==> config.mk <==
export PLATFORM = sky130hd
export DESIGN_NAME = clock_gate_and_pll_config
export DESIGN_NICKNAME = d
export VERILOG_FILES = /design/src/hw/clock_gate_pkg.sv /design/src/hw/clk_tick_gate.sv /design/src/hw/pll_relock_timer.sv /design/src/hw/clock_gate_and_pll_config.sv
export VERILOG_INCLUDE_DIRS = /design/src /design/src/hw
export SDC_FILE = /design/constraint.sdc
export NUM_CORES = 1
export LEC_CHECK = 0
export ABC_AREA = 0
export BUFFER_PORTS_ARGS = -buffer_cell sky130_fd_sc_hd__buf_2
export CORE_MARGIN = 2
export CORE_UTILIZATION = 49
export DETAILED_ROUTE_END_ITERATION = 10
export PLACE_DENSITY = 0.76
export RECOVER_POWER = 50
export SLEW_MARGIN = 10
export SYNTH_ARGS = -nofsm -noshare
export SYNTH_HDL_FRONTEND = slang
export SYNTH_SLANG_ARGS = --single-unit
==> constraint.sdc <==
create_clock -name core_clk_i -period 4.45 [get_ports core_clk_i]
set_clock_uncertainty 0.2 [all_clocks]
set_input_delay 0.89 -clock core_clk_i [delete_from_list [all_inputs] [get_ports core_clk_i]]
set_output_delay 0.89 -clock core_clk_i [all_outputs]
set_load 0.1 [all_outputs]
==> src/hw/clock_gate_consts.svh <==
// constants of the clock gating and pll configuration bank
// assumes a 32-bit apb slave clocked at 200 mhz
`ifndef CLOCK_GATE_CONSTS_SVH
`define CLOCK_GATE_CONSTS_SVH

// ----------------------------------------------------------------
// register offsets (byte addresses)
// ----------------------------------------------------------------
`define PER_EN_OFS 12'h004
`define CORE_EN_OFS 12'h008
`define CLK_CFG_OFS 12'h00C
`define CFG_KEY_OFS 12'h014

// ----------------------------------------------------------------
// reset values and writable masks
// ----------------------------------------------------------------
`define PER_EN_RST 32'h0000_0077
`define PER_EN_MASK 32'h0000_0076
`define CORE_EN_RST 32'h0000_0007
`define CORE_EN_MASK 32'h0000_0007
`define CLK_CFG_RST 32'h0528_0400
`define CFG_KEY_WORD 32'h78b4_65a1

// ----------------------------------------------------------------
// field positions
// ----------------------------------------------------------------
`define TIMER_FUNC_BIT 6
`define TIMER_BUS_BIT 5
`define POWER_UNIT_BIT 4
`define SYSCONF_BIT 2
`define INTERRUPT_UNIT_BIT 1
`define CORE_FAST_BIT 2
`define CORE_MID_BIT 1
`define CORE_SLOW_BIT 0
`define BW_LSB 24
`define BW_MSB 27
`define MULT_LSB 16
`define MULT_MSB 21
`define DIV_LSB 8
`define DIV_MSB 10
`define PLL_LOCK_BIT 5
`define OSC_STABLE_BIT 3
`define MULT_MIN 6'h08

// ----------------------------------------------------------------
// timing
// ----------------------------------------------------------------
`define CORE_CLK_MHZ 200
`define PLL_RELOCK_NS 500

`endif

==> src/hw/clock_gate_pkg.sv <==
// types shared by the clock gating bank and its helpers
// assumes nothing beyond the constants header
package clock_gate_pkg;

  typedef struct packed {
    logic [6:0] per_en;
    logic [2:0] core_en;
    logic [3:0] pll_bandwidth;
    logic [5:0] pll_multiplier;
    logic [2:0] pll_out_divider;
    logic cfg_key;
    logic osc_stable;
    logic [2:0] div_cnt;
    logic [31:0] rdata;
  } bank_state_t;

  typedef struct packed {
    logic held;
  } gate_state_t;

  typedef struct packed {
    logic [15:0] cnt;
    logic locked;
  } relock_state_t;

endpackage

==> src/hw/clk_tick_gate.sv <==
// one glitch-free gate on a clock expressed as an enable pulse
// assumes tick_i is a one-cycle pulse per period of the gated clock
module clk_tick_gate
  import clock_gate_pkg::*;
#(
  parameter logic RESET_ON = 1'b1
)
(
  // clock and reset
  input wire logic core_clk_i,
  input wire logic rst_i,
  // gate
  input wire logic tick_i,
  input wire logic on_i,
  output logic tick_o
);
  import clock_gate_pkg::*;

  gate_state_t st;
  gate_state_t next_st;

  // the enable is only taken at a period boundary, so a period is
  // either passed whole or dropped whole
  always_comb
  begin
    next_st = st;
    if (tick_i)
    begin
      next_st.held = on_i;
    end
  end

  always_ff @(posedge core_clk_i or posedge rst_i)
  begin
    if (rst_i)
    begin
      st <= '{held: RESET_ON};
    end
    else
    begin
      st <= next_st;
    end
  end

  assign tick_o = tick_i & st.held;
endmodule

==> src/hw/pll_relock_timer.sv <==
// holds the pll stable flag low for a relock time after a change
// assumes lock_i is the pll's own lock level, synchronous to the clock
module pll_relock_timer
  import clock_gate_pkg::*;
#(
  parameter int RELOCK_CYCLES = 100
)
(
  // clock and reset
  input wire logic core_clk_i,
  input wire logic rst_i,
  // control
  input wire logic restart_i,
  input wire logic lock_i,
  output logic locked_o
);
  import clock_gate_pkg::*;

  relock_state_t st;
  relock_state_t next_st;

  always_comb
  begin
    next_st = st;
    if (restart_i)
    begin
      next_st.cnt = 16'(RELOCK_CYCLES);
    end
    else if (st.cnt != 16'h0000)
    begin
      next_st.cnt = st.cnt - 16'h0001;
    end
    next_st.locked = lock_i && !restart_i && (st.cnt == 16'h0000);
  end

  always_ff @(posedge core_clk_i or posedge rst_i)
  begin
    if (rst_i)
    begin
      st <= '{cnt: 16'(RELOCK_CYCLES), locked: 1'b0};
    end
    else
    begin
      st <= next_st;
    end
  end

  assign locked_o = st.locked;
endmodule

==> src/hw/clock_gate_and_pll_config.sv <==
// clock gating and pll configuration bank with an apb register slave
// assumes apb3 with zero wait states; pll and oscillator are analog
// blocks outside, reporting their state on osc_ok_i and pll_lock_i
//
// Behaviour
// - enable bit 6 gates the timer function clock; software only.
// - enable bit 5 gates the timer bus clock.
// - enable bits 4, 2, 1 gate power, sysconf and interrupt clocks.
// - peripheral enables at 0x04, reset 0x0000_0077.
// - core enable bits 2, 1, 0 gate the fast, mid, slow core clocks.
// - core enables at 0x08, reset 0x0000_0007.
// - pll fields read and write only while the key bit is 1.
// - writing 0x78b465a1 to offset 0x14 sets the key bit.
// - bits 27:24 hold pll bandwidth, passed to the pll.
// - bits 21:16 are the multiplier; codes below 8 are reserved.
// - bits 10:8 give the output divider as code plus one.
// - clock configuration at 0x0C, reset 0x0528_0400.
// - read-only bit 5 shows pll stable.
// - read-only bit 3 shows oscillator stable.
// - oscillator clock is withheld until its stable flag is set.
//
// Design decision made here: the APB slave port.
`include "clock_gate_consts.svh"

module clock_gate_and_pll_config
  import clock_gate_pkg::*;
#(
  parameter int ADDR_W = 12,
  parameter int RELOCK_NS = `PLL_RELOCK_NS
)
(
  // clock and reset
  input wire logic core_clk_i,
  input wire logic rst_i,
  // apb slave
  input wire logic psel_i,
  input wire logic penable_i,
  input wire logic pwrite_i,
  input wire logic [ADDR_W-1:0] paddr_i,
  input wire logic [31:0] pwdata_i,
  output logic [31:0] prdata_o,
  output logic pready_o,
  output logic pslverr_o,
  // analog status
  input wire logic osc_ok_i,
  input wire logic pll_lock_i,
  // pll control
  output logic [3:0] pll_bandwidth_o,
  output logic [5:0] pll_multiplier_o,
  output logic [2:0] pll_out_divider_o,
  output logic osc_release_o,
  // gated peripheral clock pulses
  output logic timer_func_clk_o,
  output logic timer_clk_o,
  output logic power_unit_clk_o,
  output logic sysconf_clk_o,
  output logic interrupt_unit_clk_o,
  // gated core clock pulses
  output logic core_clk_fast_o,
  output logic core_clk_mid_o,
  output logic core_clk_slow_o
);
  import clock_gate_pkg::*;

  // least relock time, rounded up to whole cycles
  localparam int RELOCK_CYCLES = (RELOCK_NS * `CORE_CLK_MHZ + 999) / 1000;
  localparam int NGATE = 8;

  bank_state_t st;
  bank_state_t next_st;
  logic pll_locked_flag;
  logic pll_restart;

  // ----------------------------------------------------------------
  // apb decode
  // ----------------------------------------------------------------
  logic setup_ph;
  logic access_ph;
  logic wr_en;
  logic hit_per;
  logic hit_core;
  logic hit_cfg;
  logic hit_key;
  logic [5:0] wr_mult;
  logic [2:0] wr_div;
  logic cfg_wr_ok;

  assign setup_ph = psel_i && !penable_i;
  assign access_ph = psel_i && penable_i;
  assign wr_en = access_ph && pwrite_i;
  assign hit_per = paddr_i == ADDR_W'(`PER_EN_OFS);
  assign hit_core = paddr_i == ADDR_W'(`CORE_EN_OFS);
  assign hit_cfg = paddr_i == ADDR_W'(`CLK_CFG_OFS);
  assign hit_key = paddr_i == ADDR_W'(`CFG_KEY_OFS);
  assign wr_mult = pwdata_i[`MULT_MSB:`MULT_LSB];
  assign wr_div = pwdata_i[`DIV_MSB:`DIV_LSB];
  assign cfg_wr_ok = wr_en && hit_cfg && st.cfg_key;

  // zero wait states; unmapped addresses answer with an error
  assign pready_o = 1'b1;
  assign pslverr_o = access_ph && !(hit_per || hit_core || hit_cfg || hit_key);
  assign prdata_o = st.rdata;

  // a relock is needed only when the pll ratio really changes
  assign pll_restart = cfg_wr_ok
    && (((wr_mult >= `MULT_MIN) && (wr_mult != st.pll_multiplier))
    || (wr_div != st.pll_out_divider));

  // ----------------------------------------------------------------
  // read mux, sampled in the setup cycle
  // ----------------------------------------------------------------
  function automatic logic [31:0] read_word(input bank_state_t s, input logic lk,
                                            input logic [ADDR_W-1:0] a);
    logic [31:0] w;
    w = 32'h0000_0000;
    if (a == ADDR_W'(`PER_EN_OFS))
    begin
      w[6:0] = s.per_en;
    end
    else if (a == ADDR_W'(`CORE_EN_OFS))
    begin
      w[2:0] = s.core_en;
    end
    else if (a == ADDR_W'(`CLK_CFG_OFS))
    begin
      if (s.cfg_key)
      begin
        w[`BW_MSB:`BW_LSB] = s.pll_bandwidth;
        w[`MULT_MSB:`MULT_LSB] = s.pll_multiplier;
        w[`DIV_MSB:`DIV_LSB] = s.pll_out_divider;
      end
      w[`PLL_LOCK_BIT] = lk;
      w[`OSC_STABLE_BIT] = s.osc_stable;
    end
    else if (a == ADDR_W'(`CFG_KEY_OFS))
    begin
      w[0] = s.cfg_key;
    end
    return w;
  endfunction

  // ----------------------------------------------------------------
  // register state
  // ----------------------------------------------------------------
  always_comb
  begin
    next_st = st;
    next_st.osc_stable = osc_ok_i;
    next_st.div_cnt = st.div_cnt + 3'h1;
    if (setup_ph && !pwrite_i)
    begin
      next_st.rdata = read_word(st, pll_locked_flag, paddr_i);
    end
    if (wr_en && hit_per)
    begin
      next_st.per_en = pwdata_i[6:0] & 7'(`PER_EN_MASK);
    end
    if (wr_en && hit_core)
    begin
      next_st.core_en = pwdata_i[2:0] & 3'(`CORE_EN_MASK);
    end
    if (cfg_wr_ok)
    begin
      next_st.pll_bandwidth = pwdata_i[`BW_MSB:`BW_LSB];
      // a reserved multiplier code is refused, keeping the pll in range
      if (wr_mult >= `MULT_MIN)
      begin
        next_st.pll_multiplier = wr_mult;
      end
      next_st.pll_out_divider = wr_div;
    end
    if (wr_en && hit_key)
    begin
      next_st.cfg_key = (pwdata_i == `CFG_KEY_WORD);
    end
  end

  always_ff @(posedge core_clk_i or posedge rst_i)
  begin
    if (rst_i)
    begin
      st.per_en <= 7'(`PER_EN_RST);
      st.core_en <= 3'(`CORE_EN_RST);
      st.pll_bandwidth <= 4'(`CLK_CFG_RST >> `BW_LSB);
      st.pll_multiplier <= 6'(`CLK_CFG_RST >> `MULT_LSB);
      st.pll_out_divider <= 3'(`CLK_CFG_RST >> `DIV_LSB);
      st.cfg_key <= 1'b0;
      st.osc_stable <= 1'b0;
      st.div_cnt <= 3'h0;
      st.rdata <= 32'h0000_0000;
    end
    else
    begin
      st <= next_st;
    end
  end

  assign pll_bandwidth_o = st.pll_bandwidth;
  assign pll_multiplier_o = st.pll_multiplier;
  assign pll_out_divider_o = st.pll_out_divider;
  assign osc_release_o = st.osc_stable;

  // ----------------------------------------------------------------
  // pll stable flag
  // ----------------------------------------------------------------
  pll_relock_timer #(
    .RELOCK_CYCLES(RELOCK_CYCLES)
  ) u_relock (
    .core_clk_i(core_clk_i),
    .rst_i(rst_i),
    .restart_i(pll_restart),
    .lock_i(pll_lock_i && st.osc_stable),
    .locked_o(pll_locked_flag)
  );

  // ----------------------------------------------------------------
  // clock gates
  // ----------------------------------------------------------------
  // peripheral clocks run from the oscillator, core clocks from the
  // pll taps; neither exists before its source is stable
  logic [NGATE-1:0] src_tick;
  logic [NGATE-1:0] gate_on;
  logic [NGATE-1:0] gated;

  assign src_tick[0] = st.osc_stable;
  assign src_tick[1] = st.osc_stable;
  assign src_tick[2] = st.osc_stable;
  assign src_tick[3] = st.osc_stable;
  assign src_tick[4] = st.osc_stable;
  assign src_tick[5] = pll_locked_flag && st.osc_stable && st.div_cnt[0];
  assign src_tick[6] = pll_locked_flag && st.osc_stable && (st.div_cnt[1:0] == 2'h3);
  assign src_tick[7] = pll_locked_flag && st.osc_stable && (st.div_cnt == 3'h7);

  assign gate_on[0] = st.per_en[`TIMER_FUNC_BIT];
  assign gate_on[1] = st.per_en[`TIMER_BUS_BIT];
  assign gate_on[2] = st.per_en[`POWER_UNIT_BIT];
  assign gate_on[3] = st.per_en[`SYSCONF_BIT];
  assign gate_on[4] = st.per_en[`INTERRUPT_UNIT_BIT];
  assign gate_on[5] = st.core_en[`CORE_FAST_BIT];
  assign gate_on[6] = st.core_en[`CORE_MID_BIT];
  assign gate_on[7] = st.core_en[`CORE_SLOW_BIT];

  for (genvar g = 0; g < NGATE; g++)
  begin : gen_gate
    clk_tick_gate #(
      .RESET_ON(1'b1)
    ) u_gate (
      .core_clk_i(core_clk_i),
      .rst_i(rst_i),
      .tick_i(src_tick[g]),
      .on_i(gate_on[g]),
      .tick_o(gated[g])
    );
  end

  assign timer_func_clk_o = gated[0];
  assign timer_clk_o = gated[1];
  assign power_unit_clk_o = gated[2];
  assign sysconf_clk_o = gated[3];
  assign interrupt_unit_clk_o = gated[4];
  assign core_clk_fast_o = gated[5];
  assign core_clk_mid_o = gated[6];
  assign core_clk_slow_o = gated[7];

  // per gate: a period seen with the enable low is dropped, one seen high passes
  for (genvar g = 0; g < NGATE; g++)
  begin : gen_gate_chk

  end
endmodule

---- Word-level counts from Yosys, hierarchy flattened ----
Index checks and enable logic that the tools add are counted.
Widths: inputs -> output; s select.
storage, ports and cells
  register bits ........................... 72
  input bits .............................. 51
  output and inout port bits .............. 56
  word-level logic and storage cells ...... 96
operators by class
  add/sub/neg operators ................... 2
  $lt $le $gt $ge ......................... 1
  equality and inequality tests ........... 9
  muxes and demuxes ....................... 26
  bitwise gates (word level) .............. 8
  reductions and logical operators ........ 31
operators with widths
  cell                   count
  $eq 32x31->1 const B   1
  $mux 16                2
  $eq 12x4->1 const B    2
  $mux 6                 4
  $mux 4                 5
  $logic_and 1x1->1      19
  $logic_not 16->1       1
  $reduce_bool 16->1     1
  $sub 16x1->16 const B  1
  $eq 12x3->1 const B    1
  $eq 12x5->1 const B    1
  $mux 3                 4
  $mux 1                 10
  $and 1x1->1            8
  $ge 6x4->1 const B     1
  $ne 6x6->1             1
  $logic_not 1->1        4
  $logic_or 1x1->1       4
  $add 3x1->3 const B    1
  $eq 3x3->1 const B     1
  $ne 3x3->1             1
  $eq 2x2->1 const B     1
  $mux 2                 1
  $reduce_and 2->1       1
  $reduce_bool 2->1      1

---- Depth between registers and ports, before layout ----
  word-level depth ........................ 8
  depth in mapped cells ................... 8
  depth with buffers taken out ............ 7

---- Modules after synthesis ----
From an unflattened synthesis, not the netlist that was laid out.
unflattened totals
  cells, all modules ...................... 344
  area, all modules ....................... 3,903.7 um^2
by module, submodules not included
  module                     instances  cells an instance  area an instance (um^2)  sequential area each (um^2)
  clock_gate_and_pll_config  1          212                2,531.2                  1,193.6
  pll_relock_timer           1          100                952.2                    429.2
  clk_tick_gate              8          4                  52.6                     26.3

---- Worst setup path before layout ----
OpenSTA, ideal clock, no wires.
  kind .................................... input to output
  from .................................... input paddr_i[3]
  to ...................................... output pslverr_o
  data arrival time ....................... 2.639 ns
  data required time ...................... 3.360 ns
  slack ................................... 0.721 ns
  cell stages on the path ................. 3
  path buffers ............................ 0
  cell sequence ........................... nor2b_1 -> nand2b_1 -> a21oi_1
between the ends
  longest elaborated chain between the ends .. 6
  elaborated cells on any way between the ends .. 9
  classes of those cells .................. 4 x eq/ne; 5 x reduce/logical
ends and longest elaborated chain
  item                                        RTL line                                                          RTL
  start, declared                             clock_gate_and_pll_config.sv:39                                   input wire logic [ADDR_W-1:0] paddr_i,
  $eq 12x3->1 or $eq 12x4->1 (tied branches)  clock_gate_and_pll_config.sv:91, clock_gate_and_pll_config.sv:92
  $logic_or 1x1->1 (2 in a row)               clock_gate_and_pll_config.sv:101                                  assign pslverr_o = access_ph && !(hit_per || hit_core || hit_cfg || hit_key);
  $logic_or 1x1->1 *                          clock_gate_and_pll_config.sv:101
  $logic_not 1->1 *                           clock_gate_and_pll_config.sv:101
  $logic_and 1x1->1 *                         clock_gate_and_pll_config.sv:101
  end, declared                               clock_gate_and_pll_config.sv:43                                   output logic pslverr_o,
Mark *: on every way between the ends. The rest lies on a longest branch, timed or not.

---- Final worst setup path ----
  from .................................... input paddr_i[1]
  to ...................................... output pslverr_o
The elaborated chain is that of the path after synthesis.

==> impl_summary.log <==
INFO  metric share_of_layout_cells_above_drive_strength_1 = 40.00%
INFO  metric clock_power_share = 41.9%
INFO  metric post-route-period-util = 74.82%
INFO  metric clkSlewWorstSetupHoldPaths = 80 ps
INFO  metric dieArea = 0.008286 mm^2
INFO  metric postSynthAreaPerCell = 10.98 um^2
INFO  metric detailedPlace.worstSlack = 1211 ps
INFO  metric synth_enable_flop_cells = 0
INFO  metric nNetsFinal = 454
INFO  metric layout.core_utilization = 57.19%
INFO  metric global_route.peak_usage_layer = met2
INFO  metric synth-main-ff-cell = dfrtp_1
INFO  metric worstSkewPairLatency = 360 ps
INFO  metric final-hold-violation-count = 0
INFO  metric p_sw_share = 25.26%
INFO  metric cp_slowest_stage_delay = 540 ps
INFO  metric rsz0062_at_grt = false
INFO  metric cpMaxStageDelayCell = nor3_1
INFO  metric tritoncts_clock_tree = yes
INFO  metric gr-usage-all-layers = 19.30%
INFO  metric setup-tns-final = 0 ps
INFO  metric gp_congestion = 0.8437
INFO  metric cts_root_buf = clkbuf_8
INFO  metric via_count = 2707
INFO  metric critical_path_arrival = 2240 ps
INFO  metric antenna_violating_nets_post_route = 0
INFO  metric grt_overflow = 0
INFO  metric crit_path_start_kind = primary input
INFO  metric die_x = 91.03 um
INFO  metric start_util = 50.89%
INFO  metric critPathTopFamily = simple AND/OR/NAND/NOR gates
INFO  metric area_growth = 12.37%
INFO  metric grt_max_degree = 73
INFO  metric post-route-worst-setup-slack = 1121 ps
INFO  metric detail_route.iter0.violations = 151
INFO  metric placement.io_buffers = 93
INFO  metric irDropWorstVdd = 0.0001767 V
INFO  metric dieHeight = 91.03 um
INFO  metric drt-pass1-iter-count = 4
INFO  metric grt_util_met1 = 25.79%
INFO  metric count_of_instances_resized_after_the_clock_tree_is_built = 0
INFO  metric reg_power_share = 49.5%
INFO  metric worstPathBufferInverterCount = 2
INFO  metric design.portCount = 107
INFO  metric postSynthRegisterBits = 72
INFO  metric tightestPinTransition = 1684 ps
INFO  metric failing_checks = max-capacitance violations, max-slew violations
INFO  metric cp-endpoint = pslverr_o
INFO  metric netSwitchingPower = 336.0 uW
INFO  metric place.detailed.instances = 488
INFO  metric hold_start = st[32]
INFO  metric tritoncts.num_buffers = 9
INFO  metric synth_largest_area_cell = dfrtp_1
INFO  metric floorplan.rows = 31
INFO  metric cts_num_sinks = 72
INFO  metric drt-total-wl = 7.778 mm
INFO  metric power.combinational.fraction = 8.7%
INFO  metric worst-r2r-cell-count = 8
INFO  metric fillCellCount = 645
INFO  metric timing.final.max_slew_violations = 73
INFO  metric h_tree_depth = 3
INFO  metric regToRegStartpoint = u_relock.st[1]
INFO  metric critical_path.cell_chain = buf_2, nor3_1, and3_1, a21oi_1, buf_2
INFO  metric yosys-top-cells-count = dfrtp_1 (47), buf_4 (46), mux2_2 (27), dfstp_2 (25), nor2_1 (25)
INFO  metric worstReg2RegEnd = u_relock.st[4]
INFO  metric postCtsHoldBufs = 0
INFO  metric yosysSeqAreaShare = 49.39%
INFO  metric hold_path_class = reg2reg
INFO  metric power-per-cell-area = 319.0 mW/mm^2
INFO  metric postSynth.asyncResetShare = 100.0%
INFO  metric synthesis.area = 0.003711 mm^2
INFO  metric outcome = finished with violations
INFO  metric power.leakage = 2.006 nW
INFO  metric regToRegSetupSlack = 1630 ps
INFO  metric grt_antenna_before_repair = 0
INFO  metric synth_largest_type_area_fraction = 31.69%
INFO  metric crit_cells = 5
INFO  metric final.min_clock_period = 3329 ps
INFO  metric post_layout_nonfiller_instances = 504
INFO  metric drt_drc_violations_left = 0
INFO  metric power.internal = 994.3 uW
INFO  metric synth_most_common_cell = dfrtp_1
INFO  metric grt_pass1_wl = 12.50 mm
INFO  metric grt_util_met2 = 28.77%
INFO  metric max_freq = 0.3003 GHz
INFO  metric crit_type = in2out
INFO  metric dpl.hpwl = 5.630 mm
INFO  metric crit_required = 3360 ps
INFO  metric holdPathStages = 1
INFO  metric core-area = 0.007292 mm^2
INFO  metric netlist_top_cells_area = dfrtp_1 (32%), dfstp_2 (18%), buf_4 (9.3%)
INFO  metric critical_path.max_fanout = 4
INFO  metric wire_per_inst = 15.43 um
INFO  metric antenna_cells = 0
INFO  metric via_per_inst = 5.371
INFO  metric crit_top_cell = buf_2
INFO  metric post-cts-setup-buffers = 0
INFO  metric end_kind = output pin
INFO  metric timing.final.setup_violations = 0
INFO  metric netlist_cell_types = 47
INFO  metric max_slew_headroom = -12.27%
INFO  metric synth_warnings = 0
INFO  metric synthCells = 338
INFO  metric timing.critical_path.from = paddr_i[1]
INFO  metric cts_max_path_buffers = 2
INFO  metric timing.max_cap.violations = 1
INFO  metric global_route.usage.met3 = 5.394%
INFO  metric first_global_vias = 2531
-- metal layers --
metal	routed length, um	up-vias	part of all wire (%)
met5	0	-	0
met4	232	0	3.0
met3	528	21	6.8
met1	3486	1314	45
li1	-	1274	-
met2	3531	98	45
-- power by group through the flow --
stage	logic [mW]	registers (mW)	clock network [mW]
after detailed placement	0.116	0.670	0
final	0.115	0.658	0.557
after global placement	0.115	0.670	0
after global routing	0.123	0.658	0.604
after CTS	0.117	0.658	0.567
after floorplan	0.0847	0.672	0
-- logic make-up after synthesis --
logic type	count (synthesis)	synth area share, %
adders and majority gates	3	1.012
xor gates and xnor gates	11	2.596
AOI/OAI and AO/OA	41	8.294
DFF	72	49.39
muxes	31	9.272
buffers and inverters	64	11.43
and+or+nand+nor	114	17.80
other	2	0.2024
-- flip-flops by register name, indices dropped and copies added, names as in the netlist --
name and cells:
u_relock.st 16, pll_multiplier_o 6, st 5, pll_bandwidth_o 4, pll_out_divider_o 3, prdata_o 20, u_relock.locked_o 1, osc_release_o 1
gen_gate.u_gate.st 8, gate_on 8
-- cell usage in the layout (no fill, tap or decap), drive strengths merged, types with 5 or more instances in the layout --
master	instances
nand4	6
inv	8
and3	5
nor2	26
nand2	14
dfrtp	47
dfstp	25
o21ai	5
xnor2	6
buf	88
xor2	5
a22o	18
nor4	7
or4	5
or3	5
clkbuf	18
nor3	15
mux2	27
and2	7
conb	13
a21oi	10
-- layout make-up --
type | instances | area (um^2) | area share [%]
clock buffer | 10 | 127.6 | 3.060
clock inverter | 6 | 83.83 | 2.010
inverter | 8 | 30.03 | 0.7201
multi-input combinational | 213 | 1495 | 35.85
sequential | 72 | 1833 | 43.95
tap | 99 | 123.9 | 2.970
timing repair buffer | 96 | 476.7 | 11.43
-- worst reg2reg max path: stages (launching register included) --
cell	delay (ps)
dfrtp_1	400
inv_1	100
ha_1	200
or4b_2	600
nor4_1	660
buf_4	290
nor2_1	50
a21oi_1	120
nor2_1	60
-- per-stage QoR --
| step | total power, mW | hold slack, ps | instance area [um^2] |
|---|---|---|---|
| final | 1.330 | 271.5 | 4170 |
| after global routing | 1.385 | 292.4 | 4170 |
| after CTS | 1.342 | 273.4 | 4182 |
| after detailed placement | 0.7858 | 260.8 | 3970 |
| after global placement | 0.7843 | 253.6 | 3970 |
| after floorplan | 0.7564 | 235.3 | 3752 |
-- how the worst min path moves through the flow --
| stage | end |
|---|---|
| 5_1_grt | st[33] |
| 3_5_place_dp | st[32] |
| 6_report | st[32] |
| 4_1_cts | st[32] |
| 2_1_floorplan | st[32] |
| 3_3_place_gp | st[33] |
No activity file was read; power rests on OpenSTA's default activity.
